[config.mk]
export PLATFORM = sky130hd
export DESIGN_NAME = ccl_ctl_cfg
export DESIGN_NICKNAME = d
export VERILOG_FILES = /design/src/include/ccl_pkg.sv /design/src/logic/ccl_in_sync.sv /design/src/logic/ccl_sel_matrix.sv /design/src/logic/ccl_ctl_cfg.sv
export SDC_FILE = /design/constraint.sdc
export NUM_CORES = 1
export LEC_CHECK = 0
export BUFFER_PORTS_ARGS = -buffer_cell sky130_fd_sc_hd__buf_2
export CORE_MARGIN = 4
export CORE_UTILIZATION = 52
export DETAILED_ROUTE_END_ITERATION = 12
export PLACE_DENSITY_LB_ADDON = 0.1
export SETUP_SLACK_MARGIN = 0.15
export SLEW_MARGIN = 20
export SYNTH_ARGS = -nofsm -noshare
export SYNTH_HDL_FRONTEND = slang
export SYNTH_SLANG_ARGS = --single-unit
[constraint.sdc]
create_clock -name clk_sys -period 1.74 [get_ports clk_sys]
set_clock_uncertainty 0.2 [all_clocks]
set_input_delay 0.087 -clock clk_sys [delete_from_list [all_inputs] [get_ports clk_sys]]
set_output_delay 0.087 -clock clk_sys [all_outputs]
set_load 0.01 [all_outputs]
[src/include/ccl_pkg.sv]
// Constants and types shared by the control input configuration logic
package ccl_pkg;

  // Widths
  localparam int unsigned CCL_AW       = 8;
  localparam int unsigned CCL_DW       = 32;
  localparam int unsigned CCL_NCTL     = 8;
  localparam int unsigned CCL_NHEAVY   = 4;
  localparam int unsigned CCL_NGRP     = 6;
  localparam int unsigned CCL_NROUTE   = 6;
  localparam int unsigned CCL_SYNC_W   = 10;

  // Register byte offsets
  localparam logic [7:0] CCL_OFF_LAMP_SEL  = 8'h00;
  localparam logic [7:0] CCL_OFF_POL_SEL   = 8'h04;
  localparam logic [7:0] CCL_OFF_STAB_SEL  = 8'h08;
  localparam logic [7:0] CCL_OFF_INST_SEL  = 8'h0c;
  localparam logic [7:0] CCL_OFF_BANK_SEL  = 8'h10;
  localparam logic [7:0] CCL_OFF_IND_SEL   = 8'h14;
  localparam logic [7:0] CCL_OFF_LATCH_SEL = 8'h18;
  localparam logic [7:0] CCL_OFF_FULL_SEL  = 8'h1c;
  localparam logic [7:0] CCL_OFF_ROUTE0    = 8'h20;
  localparam logic [7:0] CCL_OFF_ROUTE_STEP = 8'h04;
  localparam logic [7:0] CCL_OFF_CMD       = 8'h38;
  localparam logic [7:0] CCL_OFF_STATUS    = 8'h3c;

  // Reset values
  localparam logic [7:0] CCL_RST_LAMP_SEL  = 8'h03;
  localparam logic [7:0] CCL_RST_POL_SEL   = 8'h00;
  localparam logic [7:0] CCL_RST_GRP_SEL   = 8'h00;
  localparam logic [7:0] CCL_RST_ROUTE     = 8'h00;

  // Field positions
  localparam int unsigned CCL_CMD_MAIN_BIT   = 0;
  localparam int unsigned CCL_CMD_SECOND_BIT = 1;
  localparam int unsigned CCL_ST_BANK_BIT    = 0;
  localparam int unsigned CCL_ST_STAB_BIT    = 1;
  localparam int unsigned CCL_ST_INST_BIT    = 2;
  localparam int unsigned CCL_ST_LAMP_BIT    = 3;
  localparam int unsigned CCL_ST_CTL_LSB     = 8;

  // Function group index within the selector matrix
  localparam int unsigned CCL_G_STAB  = 0;
  localparam int unsigned CCL_G_INST  = 1;
  localparam int unsigned CCL_G_BANK  = 2;
  localparam int unsigned CCL_G_IND   = 3;
  localparam int unsigned CCL_G_LATCH = 4;
  localparam int unsigned CCL_G_FULL  = 5;

  // Bus phase tracking
  typedef enum logic [1:0] {
    CCL_ST_IDLE = 2'b01,
    CCL_ST_ACK  = 2'b10
  } ccl_apb_st_t;

endpackage : ccl_pkg

[src/logic/ccl_in_sync.sv]
// Three-stage synchroniser with agreement filter for pin inputs
`timescale 1ns/10ps
module ccl_in_sync
  import ccl_pkg::*;
(
  // Clock and reset
  input  wire logic                  clk_sys,
  input  wire logic                  arst_n,
  // Raw and filtered levels
  input  wire logic [CCL_SYNC_W-1:0] din,
  output logic      [CCL_SYNC_W-1:0] dout
);

  typedef struct packed {
    logic [CCL_SYNC_W-1:0] s1;
    logic [CCL_SYNC_W-1:0] s2;
    logic [CCL_SYNC_W-1:0] s3;
    logic [CCL_SYNC_W-1:0] lvl;
  } ccl_sync_t;

  ccl_sync_t q;
  ccl_sync_t d;

  always_comb begin
    d    = q;
    d.s1 = din;
    d.s2 = q.s1;
    d.s3 = q.s2;
    // Level moves only where stages two and three agree
    d.lvl = (q.s2 & q.s3) | (q.lvl & (q.s2 | q.s3));
  end

  always_ff @(posedge clk_sys or negedge arst_n) begin
    if (!arst_n) begin
      q <= '0;
    end else begin
      q <= d;
    end
  end

  assign dout = q.lvl;

endmodule : ccl_in_sync

[src/logic/ccl_sel_matrix.sv]
// Selector matrix: each group ORs the sources its mask bits pick
`timescale 1ns/10ps
module ccl_sel_matrix
  import ccl_pkg::*;
(
  // Masks, one byte per group
  input  wire logic [CCL_NGRP-1:0][CCL_NCTL-1:0] sel,
  // Source levels
  input  wire logic [CCL_NCTL-1:0]               src,
  // Group results
  output logic      [CCL_NGRP-1:0]               hit
);

  genvar g;
  generate
    for (g = 0; g < CCL_NGRP; g++) begin : g_grp
      assign hit[g] = |(sel[g] & src);
    end
  endgenerate

endmodule : ccl_sel_matrix

[src/logic/ccl_ctl_cfg.sv]
// Control input configuration, fault lamp and intermodular routing
`timescale 1ns/10ps
module ccl_ctl_cfg
  import ccl_pkg::*;
(
  // Clock and reset
  input  wire logic                    clk_sys,
  input  wire logic                    arst_n,
  // APB slave
  input  wire logic                    psel,
  input  wire logic                    penable,
  input  wire logic                    pwrite,
  input  wire logic [CCL_AW-1:0]       paddr,
  input  wire logic [CCL_DW-1:0]       pwdata,
  output logic      [CCL_DW-1:0]       prdata,
  output logic                         pready,
  output logic                         pslverr,
  // Station control pins
  input  wire logic [4:0]              ext_ctl_in,
  input  wire logic [2:0]              intermod_block_in,
  input  wire logic                    pb_main_bank,
  input  wire logic                    pb_second_bank,
  // Protection stage signals, same clock
  input  wire logic [CCL_NHEAVY-1:0]   heavy_out,
  input  wire logic [1:0]              diff_op_on_heavy,
  input  wire logic [2:0]              stage_sig,
  // Lamp and stage control
  output logic                         fault_lamp,
  output logic                         stab_stage_block,
  output logic                         inst_stage_block,
  output logic                         bank_second_active,
  // Reset pulses
  output logic                         indicator_clear,
  output logic                         latch_release,
  output logic                         record_clear,
  // Intermodular outputs
  output logic      [2:0]              intermod_event_lines,
  output logic      [2:0]              intermod_block_out
);

  typedef struct packed {
    ccl_apb_st_t                          st;
    logic                                 pready;
    logic                                 pslverr;
    logic [CCL_DW-1:0]                    prdata;
    logic [CCL_NCTL-1:0]                  lamp_sel;
    logic [CCL_NCTL-1:0]                  pol_sel;
    logic [CCL_NGRP-1:0][CCL_NCTL-1:0]    grp_sel;
    logic [CCL_NROUTE-1:0][CCL_NCTL-1:0]  route_sel;
    logic [1:0]                           pb_prev;
    logic [2:0]                           rst_prev;
    logic                                 fault_lamp;
    logic                                 stab_block;
    logic                                 inst_block;
    logic                                 bank_second;
    logic                                 ind_clr;
    logic                                 latch_rel;
    logic                                 rec_clr;
    logic [2:0]                           ev_out;
    logic [2:0]                           blk_out;
  } ccl_state_t;

  localparam ccl_state_t CCL_STATE_RST = '{
    st:         CCL_ST_IDLE,
    pready:     1'b0,
    pslverr:    1'b0,
    prdata:     '0,
    lamp_sel:   CCL_RST_LAMP_SEL,
    pol_sel:    CCL_RST_POL_SEL,
    grp_sel:    {CCL_NGRP{CCL_RST_GRP_SEL}},
    route_sel:  {CCL_NROUTE{CCL_RST_ROUTE}},
    pb_prev:    2'h0,
    rst_prev:   3'h0,
    fault_lamp: 1'b0,
    stab_block: 1'b0,
    inst_block: 1'b0,
    bank_second: 1'b0,
    ind_clr:    1'b0,
    latch_rel:  1'b0,
    rec_clr:    1'b0,
    ev_out:     3'h0,
    blk_out:    3'h0
  };

  ccl_state_t q;
  ccl_state_t d;

  logic [CCL_SYNC_W-1:0] pin_raw;
  logic [CCL_SYNC_W-1:0] pin_lvl;
  logic [CCL_NCTL-1:0]   ctl_act;
  logic [CCL_NCTL-1:0]   route_src;
  logic [CCL_NGRP-1:0]   grp_hit;
  logic [CCL_NROUTE-1:0] route_hit;

  // Pin inputs through the synchroniser
  assign pin_raw = {pb_second_bank, pb_main_bank,
                    intermod_block_in, ext_ctl_in};

  ccl_in_sync u_sync (
    .clk_sys (clk_sys),
    .arst_n  (arst_n),
    .din     (pin_raw),
    .dout    (pin_lvl)
  );

  // Active state per control signal
  assign ctl_act = pin_lvl[CCL_NCTL-1:0] ^ q.pol_sel;

  // Function groups on the control signals
  ccl_sel_matrix u_func (
    .sel (q.grp_sel),
    .src (ctl_act),
    .hit (grp_hit)
  );

  // Routing sources: stage signals low, external inputs above
  assign route_src = {ctl_act[4:0], stage_sig};

  ccl_sel_matrix u_route (
    .sel (q.route_sel),
    .src (route_src),
    .hit (route_hit)
  );

  // Register decode and read mux
  logic                 addr_hit;
  logic [CCL_DW-1:0]    rd_val;
  logic [CCL_NCTL-1:0]  wr_byte;
  logic                 wr_now;
  logic                 cmd_main;
  logic                 cmd_second;
  logic [1:0]           pb_rise;
  logic [2:0]           rst_lvl;
  logic [2:0]           rst_rise;
  logic                 bank_lock;
  logic                 lamp_evt;
  logic                 ind_clr_now;

  always_comb begin
    addr_hit = 1'b1;
    rd_val   = '0;
    case (paddr)
      CCL_OFF_LAMP_SEL:  rd_val[CCL_NCTL-1:0] = q.lamp_sel;
      CCL_OFF_POL_SEL:   rd_val[CCL_NCTL-1:0] = q.pol_sel;
      CCL_OFF_STAB_SEL:  rd_val[CCL_NCTL-1:0] = q.grp_sel[CCL_G_STAB];
      CCL_OFF_INST_SEL:  rd_val[CCL_NCTL-1:0] = q.grp_sel[CCL_G_INST];
      CCL_OFF_BANK_SEL:  rd_val[CCL_NCTL-1:0] = q.grp_sel[CCL_G_BANK];
      CCL_OFF_IND_SEL:   rd_val[CCL_NCTL-1:0] = q.grp_sel[CCL_G_IND];
      CCL_OFF_LATCH_SEL: rd_val[CCL_NCTL-1:0] = q.grp_sel[CCL_G_LATCH];
      CCL_OFF_FULL_SEL:  rd_val[CCL_NCTL-1:0] = q.grp_sel[CCL_G_FULL];
      CCL_OFF_CMD:       rd_val = '0;
      CCL_OFF_STATUS: begin
        rd_val[CCL_ST_BANK_BIT] = q.bank_second;
        rd_val[CCL_ST_STAB_BIT] = q.stab_block;
        rd_val[CCL_ST_INST_BIT] = q.inst_block;
        rd_val[CCL_ST_LAMP_BIT] = q.fault_lamp;
        rd_val[CCL_ST_CTL_LSB +: CCL_NCTL] = ctl_act;
      end
      default: begin
        addr_hit = 1'b0;
        for (int i = 0; i < CCL_NROUTE; i++) begin
          if (paddr == CCL_OFF_ROUTE0 + 8'(i) * CCL_OFF_ROUTE_STEP) begin
            addr_hit = 1'b1;
            rd_val[CCL_NCTL-1:0] = q.route_sel[i];
          end
        end
      end
    endcase
  end

  // Write strobe: the edge where the master sees pready high
  assign wr_now  = (q.st == CCL_ST_ACK) & psel & penable & pwrite;
  assign wr_byte = pwdata[CCL_NCTL-1:0];

  // Bank commands from bus and push-buttons
  assign pb_rise    = pin_lvl[CCL_SYNC_W-1:CCL_NCTL] & ~q.pb_prev;
  assign cmd_main   = pb_rise[0] |
                      (wr_now & (paddr == CCL_OFF_CMD) &
                       pwdata[CCL_CMD_MAIN_BIT]);
  assign cmd_second = pb_rise[1] |
                      (wr_now & (paddr == CCL_OFF_CMD) &
                       pwdata[CCL_CMD_SECOND_BIT]);

  // Reset functions on activation edges
  assign rst_lvl  = {grp_hit[CCL_G_FULL], grp_hit[CCL_G_LATCH],
                     grp_hit[CCL_G_IND]};
  assign rst_rise = rst_lvl & ~q.rst_prev;
  assign ind_clr_now = |rst_rise;

  // Lamp events: selected heavy outputs and differential operate
  assign lamp_evt = |(heavy_out & q.lamp_sel[CCL_NHEAVY-1:0])
                  | (|diff_op_on_heavy);

  assign bank_lock = |q.grp_sel[CCL_G_BANK];

  always_comb begin
    d = q;

    // Bus handshake: one wait state, answer registered
    case (q.st)
      CCL_ST_IDLE: begin
        d.pready  = 1'b0;
        d.pslverr = 1'b0;
        if (psel & penable) begin
          d.st      = CCL_ST_ACK;
          d.pready  = 1'b1;
          d.pslverr = ~addr_hit;
          d.prdata  = pwrite ? '0 : rd_val;
        end
      end
      CCL_ST_ACK: begin
        d.st      = CCL_ST_IDLE;
        d.pready  = 1'b0;
        d.pslverr = 1'b0;
        d.prdata  = '0;
      end
      default: begin
        d.st      = CCL_ST_IDLE;
        d.pready  = 1'b0;
        d.pslverr = 1'b0;
      end
    endcase

    // Register writes
    if (wr_now) begin
      case (paddr)
        CCL_OFF_LAMP_SEL:  d.lamp_sel = wr_byte;
        CCL_OFF_POL_SEL:   d.pol_sel = wr_byte;
        CCL_OFF_STAB_SEL:  d.grp_sel[CCL_G_STAB] = wr_byte;
        CCL_OFF_INST_SEL:  d.grp_sel[CCL_G_INST] = wr_byte;
        CCL_OFF_BANK_SEL:  d.grp_sel[CCL_G_BANK] = wr_byte;
        CCL_OFF_IND_SEL:   d.grp_sel[CCL_G_IND] = wr_byte;
        CCL_OFF_LATCH_SEL: d.grp_sel[CCL_G_LATCH] = wr_byte;
        CCL_OFF_FULL_SEL:  d.grp_sel[CCL_G_FULL] = wr_byte;
        default: begin
          for (int i = 0; i < CCL_NROUTE; i++) begin
            if (paddr == CCL_OFF_ROUTE0 + 8'(i) * CCL_OFF_ROUTE_STEP) begin
              d.route_sel[i] = wr_byte;
            end
          end
        end
      endcase
    end

    // Stage blocking
    d.stab_block = grp_hit[CCL_G_STAB];
    d.inst_block = grp_hit[CCL_G_INST];

    // Setting bank selection
    if (bank_lock) begin
      d.bank_second = ~grp_hit[CCL_G_BANK];
    end else if (cmd_second) begin
      d.bank_second = 1'b1;
    end else if (cmd_main) begin
      d.bank_second = 1'b0;
    end
    d.pb_prev = pin_lvl[CCL_SYNC_W-1:CCL_NCTL];

    // Reset pulses
    d.rst_prev  = rst_lvl;
    d.ind_clr   = ind_clr_now;
    d.latch_rel = rst_rise[1] | rst_rise[2];
    d.rec_clr   = rst_rise[2];

    // Fault lamp holds until cleared; a new event wins over the clear
    d.fault_lamp = lamp_evt | (q.fault_lamp & ~ind_clr_now);

    // Intermodular routing outputs
    d.ev_out  = route_hit[2:0];
    d.blk_out = route_hit[5:3];
  end

  always_ff @(posedge clk_sys or negedge arst_n) begin
    if (!arst_n) begin
      q <= CCL_STATE_RST;
    end else begin
      q <= d;
    end
  end

  // Outputs straight from the state register
  assign prdata               = q.prdata;
  assign pready               = q.pready;
  assign pslverr              = q.pslverr;
  assign fault_lamp           = q.fault_lamp;
  assign stab_stage_block     = q.stab_block;
  assign inst_stage_block     = q.inst_block;
  assign bank_second_active   = q.bank_second;
  assign indicator_clear      = q.ind_clr;
  assign latch_release        = q.latch_rel;
  assign record_clear         = q.rec_clr;
  assign intermod_event_lines = q.ev_out;
  assign intermod_block_out   = q.blk_out;

endmodule : ccl_ctl_cfg

==> key figures <==
Outcome
  – Status: finished, violations left
  – Failing checks: setup timing

Timing
  – Final Max Tran Viols: 0
  – Final hold violation count: 0
  – Final setup violating endpoints: between 100 and 150
  – RSZ-0062 raised after global routing: true
  – Fin crit share: 113%
  – Tmin final: around 2000 ps
  – Slew of the pin with the lowest slew margin: 602 ps
  – Final setup TNS: -13060 ps
  – FMAX: 0.508 GHz
  – Final Worst Setup Slack: -227 ps
  – Worst hold slack: 2.28 ps
  – Relative slew margins: 59.8%

GRT
  – Remaining Overflow, GRT: 0
  – Total GRT Usage: 31.5%
  – Pin count of the biggest net entering global routing: 54
  – Global-route wire length before repair: 43.7 mm
  – Vias in the first global route: 7399
  – Initial antenna violation count: 1

Clocking
  – Clock Sinks: between 150 and 200
  – Clock latency at the later pin of the worst-skew pair: 440 ps
  – CTS clk-pin slew, worst paths: 80 ps
  – H-tree Lvls: 4
  – CTS tree: built
  – Root Buffer: clkbuf_16
  – Longest Clk Path Bufs: 2
  – Num CTS Buffers: 17

Floorplan
  – Core Rows: 47
  – Core Region: roughly 17000 sq um
  – Top-level I/O count: around 110
  – Chip Width: 137 um
  – Initial Util: 52.8%
  – Die outline height: ~140 um
  – Die area: 18900 sq um

Critical path
  – Worst-path maximum fanout: 2
  – Worst endpoint required time: between 1500 and 2000 ps
  – Worst path cell trace: mux2_4, a22oi_2, nor4_1, or4_1, a32o_1
  – Worst Setup End Kind: register
  – Worst setup path class: reg2reg
  – Critical Path AT: 2090 ps
  – CP peak stage delay: ~440 ps
  – CP startpoint kind: register
  – Slowest-stage cell, CP: or4_1

Job
  – Max cap viols: 0

Worst hold path
  – Hold Path Class: in2reg

Yosys
  – Post-synthesis cell count: roughly 690
  – Number of synthesized flops with an enable pin: 0
  – Register bit total from synthesis: 190
  – Syn_area_per_cell: 12.7 sq um
  – Yosys synthesis warning count: 0
  – Sequential area share after synthesis: 54.6%
  – Ys async rst share: between 90% and 100%
  – Yosys cell types: 68
  – Mapped Area: slightly below 9000 sq um
  – Synth Flop Type: dfrtp_1

Layout
  – Layout Cell Area excl Fill: 12300 sq um
  – Area Overhead vs Synth: 41.2%
  – Non-Filler Instances: 1154
  – Final #Nets: just under 1000
  – Fill count: 1080
  – Share of cells above drive strength 1: between 50% and 60%

Detailed routing
  – Final WL: 28.5 mm
  – Vias: between 7000 and 8000
  – DR iter-0 viols: 512
  – Via density: 6.08
  – DRC Markers: 0
  – Post-DR wirelength/cell: 24.7 um
  – Antenna-violating nets left: 0
  – Pre-antenna DRT Iters: 5

Placed design
  – Dpl hpwl: around 20 mm
  – # port buffers: 70
  – Dpl cells: 1067
  – RePlAce Congestion: around 0.93
  – Placed Area: 10400 sq um

Power
  – Maximum vdd drop: around 0.89 mV
  – P_leak: 5.96 nW
  – Pwr dens: 777 nW/um^2
==> logic make-up after synthesis <==
group | synth area share (%)
AOI/OAI and AO/OA | 11.6
and+or+nand+nor | 7.91
buffers and inverters | 5.67
DFF | 54.6
muxes | 18.3
adders and majority gates | 1.15
xor gates and xnor gates | 0.804
other | 0.0430
==> Yosys cell counts, types with 3 or more instances <==
cell | number | area [sq um]
nand3_1 | 19 | 95.1
a221o_1 | 5 | 50.1
buf_2 | 11 | 55.1
a21oi_1 | 5 | 25.0
nor3_1 | 3 | 15.0
o21ai_0 | 14 | 70.1
nor2_1 | 12 | 45.0
buf_1 | 3 | 11.3
nand4_1 | 15 | 93.8
mux4_2 | 4 | 90.1
xor2_1 | 8 | 70.1
dfstp_2 | 3 | 78.8
mux2i_1 | 14 | 140
nand2b_1 | 3 | 18.8
and3_1 | 3 | 18.8
inv_1 | 11 | 41.3
nand2_1 | 37 | 139
a22o_1 | 11 | 96.3
mux2_2 | 120 | 1350
clkbuf_1 | 23 | 86.3
a221oi_1 | 6 | 52.6
maj3_1 | 10 | 100
a22oi_1 | 44 | 330
nor2b_1 | 4 | 25.0
dfrtp_1 | 187 | 4680
buf_4 | 38 | 285
a222oi_1 | 7 | 70.1
nor4_1 | 4 | 25.0
a32oi_1 | 4 | 35.0
a211oi_1 | 3 | 22.5
a32o_1 | 6 | 60.1
o211ai_1 | 6 | 45.0
==> through the flow <==
| stage | setup slack (ps) | util [%] | power (mW) |
|---|---|---|---|
| 2_1_floorplan | -207 | - | 4.95 |
| 3_3_place_gp | -348 | 63.0 | 5.41 |
| 3_5_place_dp | -407 | 63.0 | 5.43 |
| 4_1_cts | -231 | 72.9 | 9.57 |
| 5_1_grt | -263 | 74.5 | 9.91 |
| 6_report | -227 | 74.5 | 9.57 |
==> metal layers <==
layer  part of all wire (%)  up-vias  wire [um]  GRT usage (%)
met2                     50      304      14300           52.2
met4                    3.6        0       1030           13.3
met5                      0        -          0              0
met1                     41     3643      11700           40.5
met3                    5.1       68       1460           6.21
li1                       -     3002          -              -
==> power by group <==
group,internal [mW],leakage [nW],switching (mW)
Combinational,0.430,3.12,0.586
Clock,1.98,0.303,2.01
Sequential,4.50,2.53,0.0629
==> path summary, 6_finish.rpt <==
| path | from | endpoint | cells after the start | slack [ps] |
|---|---|---|---|---|
| worst max-delay path | q[116]$_DFFE_PN0P_ | prdata[2]$_DFFE_PN0P_ | 5 | -230 |
| min in group asynchronous | arst_n | q[64]$_DFFE_PN0P_ | 3 | 470 |
| worst max register to register | q[116]$_DFFE_PN0P_ | prdata[2]$_DFFE_PN0P_ | 5 | -230 |
| worst min register to register | u_sync.d[23]$_DFF_PN0_ | u_sync.d[13]$_DFF_PN0_ | 0 | 150 |
| worst min-delay path | pwrite | prdata[3]$_DFFE_PN0P_ | 4 | 2 |
| max in group asynchronous | arst_n | q[123]$_DFFE_PN1P_ | 4 | 270 |
==> critical path: cells and delay by family (launching register included) <==
kind	cells	cell delay, ps
AOI/OAI and AO/OA	2	470
DFF	1	380
and+or+nand+nor	2	510
muxes	1	270
==> sequential cells by signal (all words and copies together), names as in the netlist <==
signal,flops
bank_second_active,1
fault_lamp,1
indicator_clear,1
inst_stage_block,1
intermod_block_out,3
intermod_event_lines,3
latch_release,1
prdata,16
pready,1
pslverr,1
q,119
record_clear,1
stab_stage_block,1
u_sync.d,20
u_sync.dout,10
u_sync.q,10
==> cells in the final DEF, fill, tap and decap left out, types with 5 or more instances in the layout <==
cell,instances
a221o_1,5
a222oi_1,7
a22o_1,11
a22oi_1,17
a22oi_2,27
a32o_1,6
buf_12,10
buf_2,69
buf_4,141
buf_6,24
clkbuf_16,17
clkinv_8,6
conb_1,16
dfrtp_1,183
dlygate4sd3_1,25
inv_1,9
maj3_1,10
mux2_2,53
mux2_4,68
mux2i_1,14
nand2_1,25
nand2_8,8
nand3_1,14
nand3_4,5
nand4_1,15
nor2_1,8
o211ai_1,6
o21ai_0,5
o21ai_1,9
xor2_4,6
==> layout make-up <==
type / count / area (sq um) / share of cell area, %
Multi-Input combinational cell: 426 / 4400 / 35.7
Clock buffer: 17 / 425 / 3.45
Antenna cell: 1 / 2.50 / 0.0203
Timing Repair Buffer: 273 / 2210 / 17.9
Clock inverter: 15 / 198 / 1.61
Sequential cell: 190 / 4760 / 38.7
Tap cell: 220 / 275 / 2.24
Inverter: 12 / 45.0 / 0.366
==> what timing repair did <==
action / in CTS / in global routing
resized for setup: 133 / 42
endpoints found under the setup margin: 144 / 148
pin swaps: 66 / 35
hold endpoints to repair: 219 / 0
hold buffers: 25 / 0
gates cloned: 1 / 0
buffers inserted: 18 / 10
(Power assumes the default switching activity.)
